$ cat config.mk
export PLATFORM = sky130hd
export DESIGN_NAME = spc_host_port
export DESIGN_NICKNAME = d
export VERILOG_FILES = /design/src/spc_pkg.sv /design/src/spc_axis_slice.sv /design/src/spc_host_port.sv
export VERILOG_INCLUDE_DIRS = /design/src
export SDC_FILE = /design/constraint.sdc
export NUM_CORES = 1
export LEC_CHECK = 0
export BUFFER_PORTS_ARGS = -buffer_cell sky130_fd_sc_hd__buf_2
export CAP_MARGIN = 20
export CORE_MARGIN = 2
export CORE_UTILIZATION = 30
export DETAILED_ROUTE_END_ITERATION = 16
export SKIP_CTS_REPAIR_TIMING = 1
export SLEW_MARGIN = 5
export SYNTH_ARGS = -nofsm -noshare
export SYNTH_HDL_FRONTEND = slang
export SYNTH_HIERARCHICAL = 1
export SYNTH_SLANG_ARGS = --single-unit
$ cat constraint.sdc
create_clock -name clk -period 7.3 [get_ports clk]
set_input_delay 0.365 -clock clk [delete_from_list [all_inputs] [get_ports clk]]
set_output_delay 0.365 -clock clk [all_outputs]
set_load 0.02 [all_outputs]
$ cat src/spc_map.svh
/*
 * spc_map.svh: offsets, field positions, reset values and timing counts
 * of the stepper pulse controller host port.
 * Assumes inclusion by bare name from the design modules, not from spc_pkg.sv.
 */
`ifndef SPC_MAP_SVH
`define SPC_MAP_SVH

// byte offsets within one axis window
`define SPC_OFS_UPPER 2'h0
`define SPC_OFS_MIDDLE 2'h1
`define SPC_OFS_LOWER 2'h2
`define SPC_OFS_AUX 2'h3
// command codes in the upper byte (high nibble)
`define SPC_CMD_START_MODE 4'h0
`define SPC_CMD_IRQ_CLEAR 4'h1
`define SPC_CMD_REG_SELECT 4'h2
`define SPC_CMD_OUTPUT_MODE 4'h3
`define SPC_CMD_IMM_STOP 4'h4
`define SPC_CMD_DEC_STOP 4'h5
// field positions
`define SPC_BIT_IE_STOP 0
`define SPC_BIT_IE_CMDSTOP 1
`define SPC_BIT_IE_RAMP 0
`define SPC_BIT_IE_EXTGO 1
`define SPC_BIT_PULSE_POL 0
`define SPC_BIT_GPIO_MODE 1
`define SPC_BIT_IRQ_MASK 2
// reset values
`define SPC_RST_BYTE 8'h00
`define SPC_RST_POL 1'b0
// reset hold and access timing
`define SPC_RESET_HOLD_CYC 2'h3
`define SPC_ACCESS_NS 20
`define SPC_CLK_NS 5
`define SPC_ACCESS_CYC ((`SPC_ACCESS_NS + `SPC_CLK_NS - 1) / `SPC_CLK_NS)

`endif

$ cat src/spc_pkg.sv
/*
 * spc_pkg.sv: types shared by the host port and its axis slice.
 * Assumes spc_map.svh is on the include path.
 */
package spc_pkg;
	typedef logic [7:0] spc_byte_t;
	typedef logic [1:0] spc_axis_t;
	typedef enum logic [1:0] {
		SPC_IDLE = 2'b00,
		SPC_WAIT = 2'b01,
		SPC_DONE = 2'b10
	} spc_acc_t;
endpackage

$ cat src/spc_axis_slice.sv
/*
 * spc_axis_slice.sv: per-axis buffers, mode bits and interrupt request
 * of the stepper pulse controller host port.
 * Assumes strobes arrive as one-cycle pulses in the clk domain.
 */
`timescale 1ns/100ps
`include "spc_map.svh"
module spc_axis_slice
	import spc_pkg::*;
(
	input wire logic clk,
	input wire logic rst_int_n,
	input wire logic wr_pulse,
	input wire logic [1:0] wr_ofs,
	input wire spc_byte_t wr_data,
	input wire logic [1:0] rd_ofs,
	input wire logic ev_stop,
	input wire logic ev_ramp,
	input wire logic ev_extgo,
	output spc_byte_t rd_data,
	output logic irq_req,
	output logic pulse_pol,
	output logic gpio_mode
);
	spc_byte_t wbuf_reg [0:2];
	logic [1:0] ie_start_reg;
	logic [1:0] ie_sel_reg;
	logic [2:0] outmode_reg;
	logic irq_reg;
	logic irq_next;
	logic cmd_issue;
	logic clr_cmd;
	logic cmdstop;
	logic raise;
	logic [3:0] op;

	// upper byte write issues the command in the byte being written
	assign op = wr_data[7:4];
	assign cmd_issue = wr_pulse && wr_ofs == `SPC_OFS_UPPER;
	assign clr_cmd = cmd_issue && op == `SPC_CMD_IRQ_CLEAR;
	assign cmdstop = cmd_issue && (op == `SPC_CMD_IMM_STOP || op == `SPC_CMD_DEC_STOP);
	assign raise = (ev_stop && ie_start_reg[`SPC_BIT_IE_STOP])
		|| (cmdstop && ie_start_reg[`SPC_BIT_IE_CMDSTOP])
		|| (ev_ramp && ie_sel_reg[`SPC_BIT_IE_RAMP])
		|| (ev_extgo && ie_sel_reg[`SPC_BIT_IE_EXTGO]);
	// set wins over the clear so no event is lost
	assign irq_next = raise ? 1'b1 : (clr_cmd ? 1'b0 : irq_reg);
	assign irq_req = irq_reg && !outmode_reg[`SPC_BIT_IRQ_MASK];
	assign pulse_pol = outmode_reg[`SPC_BIT_PULSE_POL];
	assign gpio_mode = outmode_reg[`SPC_BIT_GPIO_MODE];

	// offset 3 reads the main state word: irq and mode bits
	assign rd_data = (rd_ofs == `SPC_OFS_AUX) ? {4'h0, irq_reg, outmode_reg} :
		wbuf_reg[rd_ofs];

	genvar i;
	generate
		for (i = 0; i < 3; i++) begin : g_byte
			always_ff @(posedge clk or negedge rst_int_n) begin
				if (!rst_int_n) begin
					wbuf_reg[i] <= `SPC_RST_BYTE;
				end else if (wr_pulse && wr_ofs == 2'(i)) begin
					wbuf_reg[i] <= wr_data;
				end
			end
		end
	endgenerate

	always_ff @(posedge clk or negedge rst_int_n) begin
		if (!rst_int_n) begin
			ie_start_reg <= 2'h0;
			ie_sel_reg <= 2'h0;
			outmode_reg <= 3'h0;
			irq_reg <= 1'b0;
		end else begin
			irq_reg <= irq_next;
			if (cmd_issue && op == `SPC_CMD_START_MODE)
				ie_start_reg <= wr_data[1:0];
			if (cmd_issue && op == `SPC_CMD_REG_SELECT)
				ie_sel_reg <= wr_data[1:0];
			if (cmd_issue && op == `SPC_CMD_OUTPUT_MODE)
				outmode_reg <= wr_data[2:0];
		end
	end
endmodule

$ cat src/spc_host_port.sv
/*
 * spc_host_port.sv: host port of a four-axis stepper pulse controller.
 * Assumes an asynchronous 8-bit bus; all pins but ev_stop and ev_ramp are synchronised to clk.
 */
// Behaviour
// - reset holds while resetn low three or more clock cycles.
// - strobes act only while chip select is low.
// - store strobe rising edge captures data into addressed byte.
// - selected fetch drives addressed status or buffer byte.
// - two lowest address bits pick upper, middle or lower byte.
// - address bits two and three pick the target axis.
// - each axis occupies four consecutive byte addresses.
// - data bit zero is least significant, bit seven most.
// - enabled interrupt condition pulls the interrupt output low.
// - interrupt released only by the clearing command.
// - interrupt request can be masked.
// - motor stop raises interrupt when enabled by start mode.
// - immediate or decelerating stop command can raise interrupt.
// - ramp-down start or external start can raise interrupt.
// - interrupt output is open drain for wired OR.
// - hold request low while access needs more time.
// - polarity select low unipolar, high bipolar.
// - polarity select latched when reset releases.
// - phase select low two-phase-on, high half-step.
// - select inputs readable as general-purpose inputs.
// - pulse outputs default active low, polarity configurable.
`timescale 1ns/100ps
`include "spc_map.svh"
module spc_host_port
	import spc_pkg::*;
(
	input wire logic clk,
	input wire logic resetn,
	input wire logic chip_select_n,
	input wire logic store_strobe_n,
	input wire logic fetch_strobe_n,
	input wire logic [3:0] addr,
	input wire logic [7:0] data_in,
	output logic [7:0] data_out,
	output logic data_oe,
	output logic irq_out_n_o,
	output logic irq_out_n_oe,
	output logic hold_request_n,
	input wire logic polarity_scheme_sel,
	input wire logic phase_pattern_sel,
	input wire logic [3:0] ev_stop,
	input wire logic [3:0] ev_ramp,
	input wire logic [3:0] external_go_n,
	output logic [3:0] bipolar_mode,
	output logic [3:0] half_step_mode,
	output logic [3:0] pulse_active_high
);
	// three-stage synchronisers: index 0 first, 2 third
	logic [1:0] rst_cnt_reg;
	logic rst_int_n;
	logic [2:0] cs_s_reg, wr_s_reg, rd_s_reg;
	logic [2:0] pol_s_reg, ph_s_reg;
	logic [3:0] a_s1_reg, a_s2_reg, a_s3_reg;
	logic [7:0] d_s1_reg, d_s2_reg, d_s3_reg;
	logic [3:0] go_s1_reg, go_s2_reg, go_s3_reg;
	logic wr_lvl_reg, rd_lvl_reg, cs_lvl_reg;
	logic [3:0] go_lvl_reg;
	logic pol_latch_reg;
	logic latched_reg;
	spc_acc_t acc_reg, acc_next;
	logic [2:0] wait_cnt_reg;
	logic [7:0] dout_reg;
	logic wr_rise, go_fall_any;
	logic [3:0] go_fall;
	spc_axis_t axis_sel;
	logic [1:0] ofs;
	spc_byte_t rd_bytes [0:3];
	logic [3:0] irq_req;
	logic [3:0] gpio_mode;
	logic rd_active;

	function automatic logic agree(input logic b2, input logic b3, input logic prev);
		agree = (b2 == b3) ? b3 : prev;
	endfunction

	// reset asserts at once; its release waits for clean clock edges
	always_ff @(posedge clk or negedge resetn) begin
		if (!resetn)
			rst_cnt_reg <= 2'h0;
		else if (rst_cnt_reg != `SPC_RESET_HOLD_CYC)
			rst_cnt_reg <= rst_cnt_reg + 2'h1;
	end
	logic rst_hold_reg;
	// select pins keep sampling through reset so the latch sees settled levels
	always_ff @(posedge clk) begin
		pol_s_reg <= {pol_s_reg[1:0], polarity_scheme_sel};
		ph_s_reg <= {ph_s_reg[1:0], phase_pattern_sel};
	end
	always_ff @(posedge clk or negedge resetn) begin
		if (!resetn)
			rst_hold_reg <= 1'b0;
		else if (rst_cnt_reg == `SPC_RESET_HOLD_CYC)
			rst_hold_reg <= 1'b1;
	end
	assign rst_int_n = rst_hold_reg;

	always_ff @(posedge clk or negedge rst_int_n) begin
		if (!rst_int_n) begin
			cs_s_reg <= 3'h7;
			wr_s_reg <= 3'h7;
			rd_s_reg <= 3'h7;
			a_s1_reg <= 4'h0;
			a_s2_reg <= 4'h0;
			a_s3_reg <= 4'h0;
			d_s1_reg <= 8'h00;
			d_s2_reg <= 8'h00;
			d_s3_reg <= 8'h00;
			go_s1_reg <= 4'hF;
			go_s2_reg <= 4'hF;
			go_s3_reg <= 4'hF;
		end else begin
			cs_s_reg <= {cs_s_reg[1:0], chip_select_n};
			wr_s_reg <= {wr_s_reg[1:0], store_strobe_n};
			rd_s_reg <= {rd_s_reg[1:0], fetch_strobe_n};
			a_s1_reg <= addr;
			a_s2_reg <= a_s1_reg;
			a_s3_reg <= a_s2_reg;
			d_s1_reg <= data_in;
			d_s2_reg <= d_s1_reg;
			d_s3_reg <= d_s2_reg;
			go_s1_reg <= external_go_n;
			go_s2_reg <= go_s1_reg;
			go_s3_reg <= go_s2_reg;
		end
	end

	// filtered levels change only when second and third stage agree
	always_ff @(posedge clk or negedge rst_int_n) begin
		if (!rst_int_n) begin
			cs_lvl_reg <= 1'b1;
			wr_lvl_reg <= 1'b1;
			rd_lvl_reg <= 1'b1;
			go_lvl_reg <= 4'hF;
		end else begin
			cs_lvl_reg <= agree(cs_s_reg[1], cs_s_reg[2], cs_lvl_reg);
			wr_lvl_reg <= agree(wr_s_reg[1], wr_s_reg[2], wr_lvl_reg);
			rd_lvl_reg <= agree(rd_s_reg[1], rd_s_reg[2], rd_lvl_reg);
			for (int k = 0; k < 4; k++)
				go_lvl_reg[k] <= agree(go_s2_reg[k], go_s3_reg[k], go_lvl_reg[k]);
		end
	end

	// polarity caught once, first clock after reset release on which stages two and three agree
	always_ff @(posedge clk or negedge rst_int_n) begin
		if (!rst_int_n) begin
			pol_latch_reg <= 1'b0;
			latched_reg <= 1'b0;
		end else if (!latched_reg && pol_s_reg[2] == pol_s_reg[1]) begin
			pol_latch_reg <= pol_s_reg[2];
			latched_reg <= 1'b1;
		end
	end

	// store edge: strobe level goes high while chip select low
	assign wr_rise = !wr_lvl_reg && agree(wr_s_reg[1], wr_s_reg[2], wr_lvl_reg)
		&& !cs_lvl_reg;
	assign go_fall = go_lvl_reg & ~(go_s2_reg & go_s3_reg) & ~(go_s2_reg ^ go_s3_reg);
	assign rd_active = !rd_lvl_reg && !cs_lvl_reg;
	assign axis_sel = a_s3_reg[3:2];
	assign ofs = a_s3_reg[1:0];

	genvar g;
	generate
		for (g = 0; g < 4; g++) begin : g_axis
			spc_axis_slice u_axis (
				.clk(clk),
				.rst_int_n(rst_int_n),
				.wr_pulse(wr_rise && axis_sel == 2'(g)),
				.wr_ofs(ofs),
				.wr_data(d_s3_reg),
				.rd_ofs(ofs),
				.ev_stop(ev_stop[g]),
				.ev_ramp(ev_ramp[g]),
				.ev_extgo(go_fall[g]),
				.rd_data(rd_bytes[g]),
				.irq_req(irq_req[g]),
				.pulse_pol(pulse_active_high[g]),
				.gpio_mode(gpio_mode[g])
			);
			assign bipolar_mode[g] = pol_latch_reg;
			assign half_step_mode[g] = ph_s_reg[2];
		end
	endgenerate

	// access sequencer: wait is held until read data has settled
	always_comb begin
		acc_next = acc_reg;
		unique case (acc_reg)
			SPC_IDLE: if (!cs_lvl_reg) acc_next = SPC_WAIT;
			SPC_WAIT: if (wait_cnt_reg == 3'(`SPC_ACCESS_CYC)) acc_next = SPC_DONE;
			SPC_DONE: if (cs_lvl_reg) acc_next = SPC_IDLE;
			default: acc_next = SPC_IDLE;
		endcase
	end

	always_ff @(posedge clk or negedge rst_int_n) begin
		if (!rst_int_n) begin
			acc_reg <= SPC_IDLE;
			wait_cnt_reg <= 3'h0;
			dout_reg <= 8'h00;
		end else begin
			acc_reg <= acc_next;
			wait_cnt_reg <= (acc_reg == SPC_WAIT) ? wait_cnt_reg + 3'h1 : 3'h0;
			// gpio mode exposes the select pins instead of status
			dout_reg <= (gpio_mode[axis_sel] && ofs == `SPC_OFS_AUX) ?
				{6'h00, ph_s_reg[2], pol_s_reg[2]} : rd_bytes[axis_sel];
		end
	end

	assign data_out = dout_reg;
	assign data_oe = rd_active && !fetch_strobe_n && !chip_select_n;
	assign hold_request_n = (acc_reg != SPC_WAIT);
	assign irq_out_n_o = 1'b0;
	assign irq_out_n_oe = |irq_req;
endmodule

==> qor.csv <==
stage,metric,value,unit
sta,timing.final.crit_share,45.9,%
die,dieArea,30800,sq um
die,initial_utilization,30.6,%
route,antenna_left,0,
grt,grt_pass1_wl,28900,um
grt,grt_usage,12.0,%
final_layout,syn_to_final_growth,19.9,%
power_and_ir_drop,clock_power_share,45.2,%
final_layout,postLayoutCoreUtil,36.7,%
synthesis,synth-compound-area-share,3.40,%
clocking,worst_setup_hold_path_clk_slew,0.06,ns
route,drt_first_pass_iters,4,
synthesis,postSynthNetCount,610,
hold_path,worstHoldPathCells,3,
final_layout,largest_register_ffs,96,
sta,final_critical_path_setup_slack,3.95,ns
synthesis,synth-async-reset-ratio,97.2,%
worst_setup_path,critPathTopFamily,simple AND/OR/NAND/NOR gates,
synthesis,seq_area_frac_synth,61.3,%
route,vias,4957,
grt,vias_in_the_first_global_route,4941,
route,drc,0,
placed_design,post_dp_cell_area,9480,sq um
clocking,worst_skew_pair.late_latency,0.51,ns
synthesis,synth.ff_latch_count,216,
worst_setup_path,worst_path_max_delay_cell,sky130_fd_sc_hd__nor4bb_1,
power_and_ir_drop,p_comb_share,7.6,%
synthesis,synth_mux_area_share,24.3,%
status,run_status,"finished, final reports clean",
placed_design,hpwlAfterDp,11100,um
synthesis,synth_warnings,6,
synthesis,netlist_area,8820,sq um
sta,skew,0.00742,ns
power_and_ir_drop,cell_internal_pwr,0.00224,W
worst_setup_path,worst_path_max_stage_delay,0.87,ns
synthesis,ys.flop_type,sky130_fd_sc_hd__dfrtp_1,
placed_design,gpl.final_weighted_congestion,0.729,
grt,grt_overflow,0,
synthesis,syn_area_per_cell,15.4,sq um
sta,final-hold-violation-count,0,
sta,worstMarginPinSlew,1.03,ns
route,highest-signal-layer,met4,
final_layout,fillers,2786,
hold_path,holdCritPathClass,in -> reg,
synthesis,post_synth_and_or_nand_nor_area_fraction,7.26,%
final_layout,fin_nets,693,
die,chipHeight,175,um
final_layout,final_layout_size_suffix_gt1_share,43.1,%
route,route.detailed.vias_per_inst,4.69,
worst_setup_path,critical_path.max_fanout,11,
synthesis,synth_top_family_by_area,multiplexers,
final_layout,post-route-cell-area,10600,sq um
clocking,ctsRootBufferMaster,sky130_fd_sc_hd__clkbuf_16,
die,die_x,175,um
clocking,cts.sink_count,216,
route,drt-total-wl,18400,um
power_and_ir_drop,ir_drop,123,uV
placed_design,port-buffer-count,53,
sta,timing.setup.tns,0,ns
power_and_ir_drop,swShare,22.3,%
worst_setup_path,timing.critical_path.buf_inv,0,
die,num_io_pins,55,
die,rows,62,
worst_setup_path,crit_arrival,3.74,ns
clocking,clock_tree.htree_level_count,1,
synthesis,post_synth_fa_ha_maj_area_fraction,1.33,%
worst_setup_path,timing.critical_path.required,7.69,ns
grt,grt_antenna_before_repair,0,
sta,final-max-slew-violation-count,0,
sta,report.final.setup_viol,0,
worst_setup_path,path_depth,5,
clocking,cts_inserted_buffers,24,
worst_setup_path,timing.critical_path.cells,nor4bb_1 -> nor3b_1 -> nor3b_2 -> nand4_1 -> mux2_2,
route,drt-wirelength-per-cell,17.4,um
worst_setup_path,end_kind,flip-flop,
power_and_ir_drop,power_leakage,4.78,nW
placed_design,setup_slack_at_placement,3.97,ns
route,routed-wl-met2,8660,um
power_and_ir_drop,power-per-cell-area,273,nW/um^2
worst_setup_path,worstRegToRegCells,5,
worst_setup_path,critical_path_startpoint_category,flip-flop,
worst_setup_path,worstSetupPathType,reg -> reg,
grt,grt_start_max_net_pins,169,
clocking,clockBufferDepth,3,
sta,max_slew_headroom_at_the_worst_pin,30.1,%
clocking,cts_tree,yes,
sta,grt_setup_unrepaired,false,
sta,achievable-frequency,299,MHz
synthesis,synth_xor_area_share,0.298,%
route,wl_met1,8660,um
sta,period_needed,3.35,ns
route,dr.first_iter.drc_count,227,
power_and_ir_drop,sequentialPowerShare,47.2,%
synthesis,syn_inst,572,
job,cap_viol_max_count,0,
power_and_ir_drop,total_switching_power,0.000643,W
synthesis,synth_edf_count,0,
final_layout,antenna-diode-count,0,
synthesis,netlist-cell-type-count,44,
route,routed_wl_met3,858,um
die,placeableCoreArea,28900,sq um
==> worst reg2reg max path: cells and delay by family (launching register included) <==
family / cells / cell delay, ns
multiplexers: 1 / 0.35
AND/OR/NAND/NOR: 4 / 2.36
flip-flops: 1 / 0.52
==> synthesized netlist by cell type (all sizes together) (7+ instances only) <==
| master | number | share of area, % |
|---|---|---|
| mux2 | 123 | 16 |
| nor3b | 9 | 0.99 |
| nor2 | 9 | 0.38 |
| dfrtp | 182 | 52 |
| nor2b | 14 | 0.99 |
| o21ai | 27 | 1.5 |
| dfstp | 28 | 8.3 |
| buf | 16 | 1.3 |
| nand2 | 31 | 1.3 |
| ha | 7 | 0.99 |
| nand3b | 13 | 1.1 |
| inv | 8 | 0.34 |
| mux4 | 24 | 6.5 |
| clkbuf | 8 | 0.34 |
| mux2i | 18 | 2.0 |
==> layer usage <==
layer | up-vias | global-route usage (%)
met1 | 2557 | 17.1
li1 | 2268 | -
met5 | - | 0
met2 | 104 | 19.2
met3 | 28 | 2.21
met4 | 0 | 2.55
==> power by group through the flow <==
stage	clock network [W]	logic, W	registers (W)
global route	0.00141	0.000242	0.00137
floorplan	0	0.000149	0.00137
finish	0.00130	0.000219	0.00136
CTS	0.00135	0.000214	0.00136
detailed placement	0	0.000214	0.00138
global placement	0	0.000208	0.00138
==> kinds of logic after synthesis <==
| family | after synthesis |
|---|---|
| AOI/OAI and AO/OA | 41 |
| xor gates and xnor gates | 3 |
| adders and majority gates | 10 |
| buffers and inverters | 32 |
| DFF | 216 |
| muxes | 165 |
| other | 1 |
| and+or+nand+nor | 104 |
==> area by class of cell <==
cell class / count / area [sq um] / share of cell area (%)
clock buffer: 29 / 693 / 6.55
clock inverter: 15 / 183 / 1.73
inverter: 8 / 30.0 / 0.284
multi-input combinational: 324 / 3230 / 30.6
sequential: 216 / 5420 / 51.2
tap: 384 / 480 / 4.54
timing repair buffer: 81 / 543 / 5.13
==> worst paths after layout <==
check	from	to	slack [ns]
hold / removal	ev_ramp[1]	g_axis[1].u_axis/irq_reg	0.12
min in group asynchronous	resetn	rst_hold_reg	0.18
setup / recovery	wr_s_reg[2]	g_axis[0].u_axis/outmode_reg[0]	3.95
setup reg to reg	wr_s_reg[2]	g_axis[0].u_axis/outmode_reg[0]	3.95
hold reg to reg	rst_hold_reg	d_s2_reg[1]	0.30
max in group asynchronous	rst_hold_reg	g_axis[2].u_axis/wbuf_reg[5]	5.69
==> cell usage in the layout, fill, tap and decap left out, types with 2 or more instances in the layout <==
cell type and n:
sky130_fd_sc_hd__nand3b_1 13, sky130_fd_sc_hd__ha_1 7, sky130_fd_sc_hd__mux2_4 2, sky130_fd_sc_hd__nand2_1 31
sky130_fd_sc_hd__mux2_2 121, sky130_fd_sc_hd__buf_4 5, sky130_fd_sc_hd__dfxtp_1 6, sky130_fd_sc_hd__nor2b_1 14
sky130_fd_sc_hd__nand3_1 5, sky130_fd_sc_hd__nor3b_2 4, sky130_fd_sc_hd__dfrtp_2 2, sky130_fd_sc_hd__nand2b_1 2
sky130_fd_sc_hd__o41ai_2 4, sky130_fd_sc_hd__nor2_1 9, sky130_fd_sc_hd__inv_1 8, sky130_fd_sc_hd__clkbuf_16 27
sky130_fd_sc_hd__maj3_1 3, sky130_fd_sc_hd__nor3b_1 5, sky130_fd_sc_hd__mux2i_1 18, sky130_fd_sc_hd__nand4_1 4
sky130_fd_sc_hd__dfrtp_1 179, sky130_fd_sc_hd__o21ai_0 27, sky130_fd_sc_hd__or4b_4 4, sky130_fd_sc_hd__mux4_2 16
sky130_fd_sc_hd__dlygate4sd3_1 22, sky130_fd_sc_hd__buf_2 53, sky130_fd_sc_hd__nor3_1 4, sky130_fd_sc_hd__mux4_1 8
sky130_fd_sc_hd__o311ai_1 4, sky130_fd_sc_hd__a222oi_1 4, sky130_fd_sc_hd__bufinv_16 4, sky130_fd_sc_hd__clkinv_2 8
sky130_fd_sc_hd__dfstp_2 28, sky130_fd_sc_hd__xnor2_1 2
==> per-stage QoR <==
step | hold slack (ns) | instances | total power, W
after floorplan | 0.0694 | 572 | 0.00152
final | 0.125 | 1057 | 0.00288
after CTS | -0.379 | 1035 | 0.00292
after global placement | 0.161 | 991 | 0.00159
after detailed placement | 0.166 | 991 | 0.00160
after global routing | 0.114 | 1057 | 0.00302
Note: power is estimated with default switching activity, not from simulation.
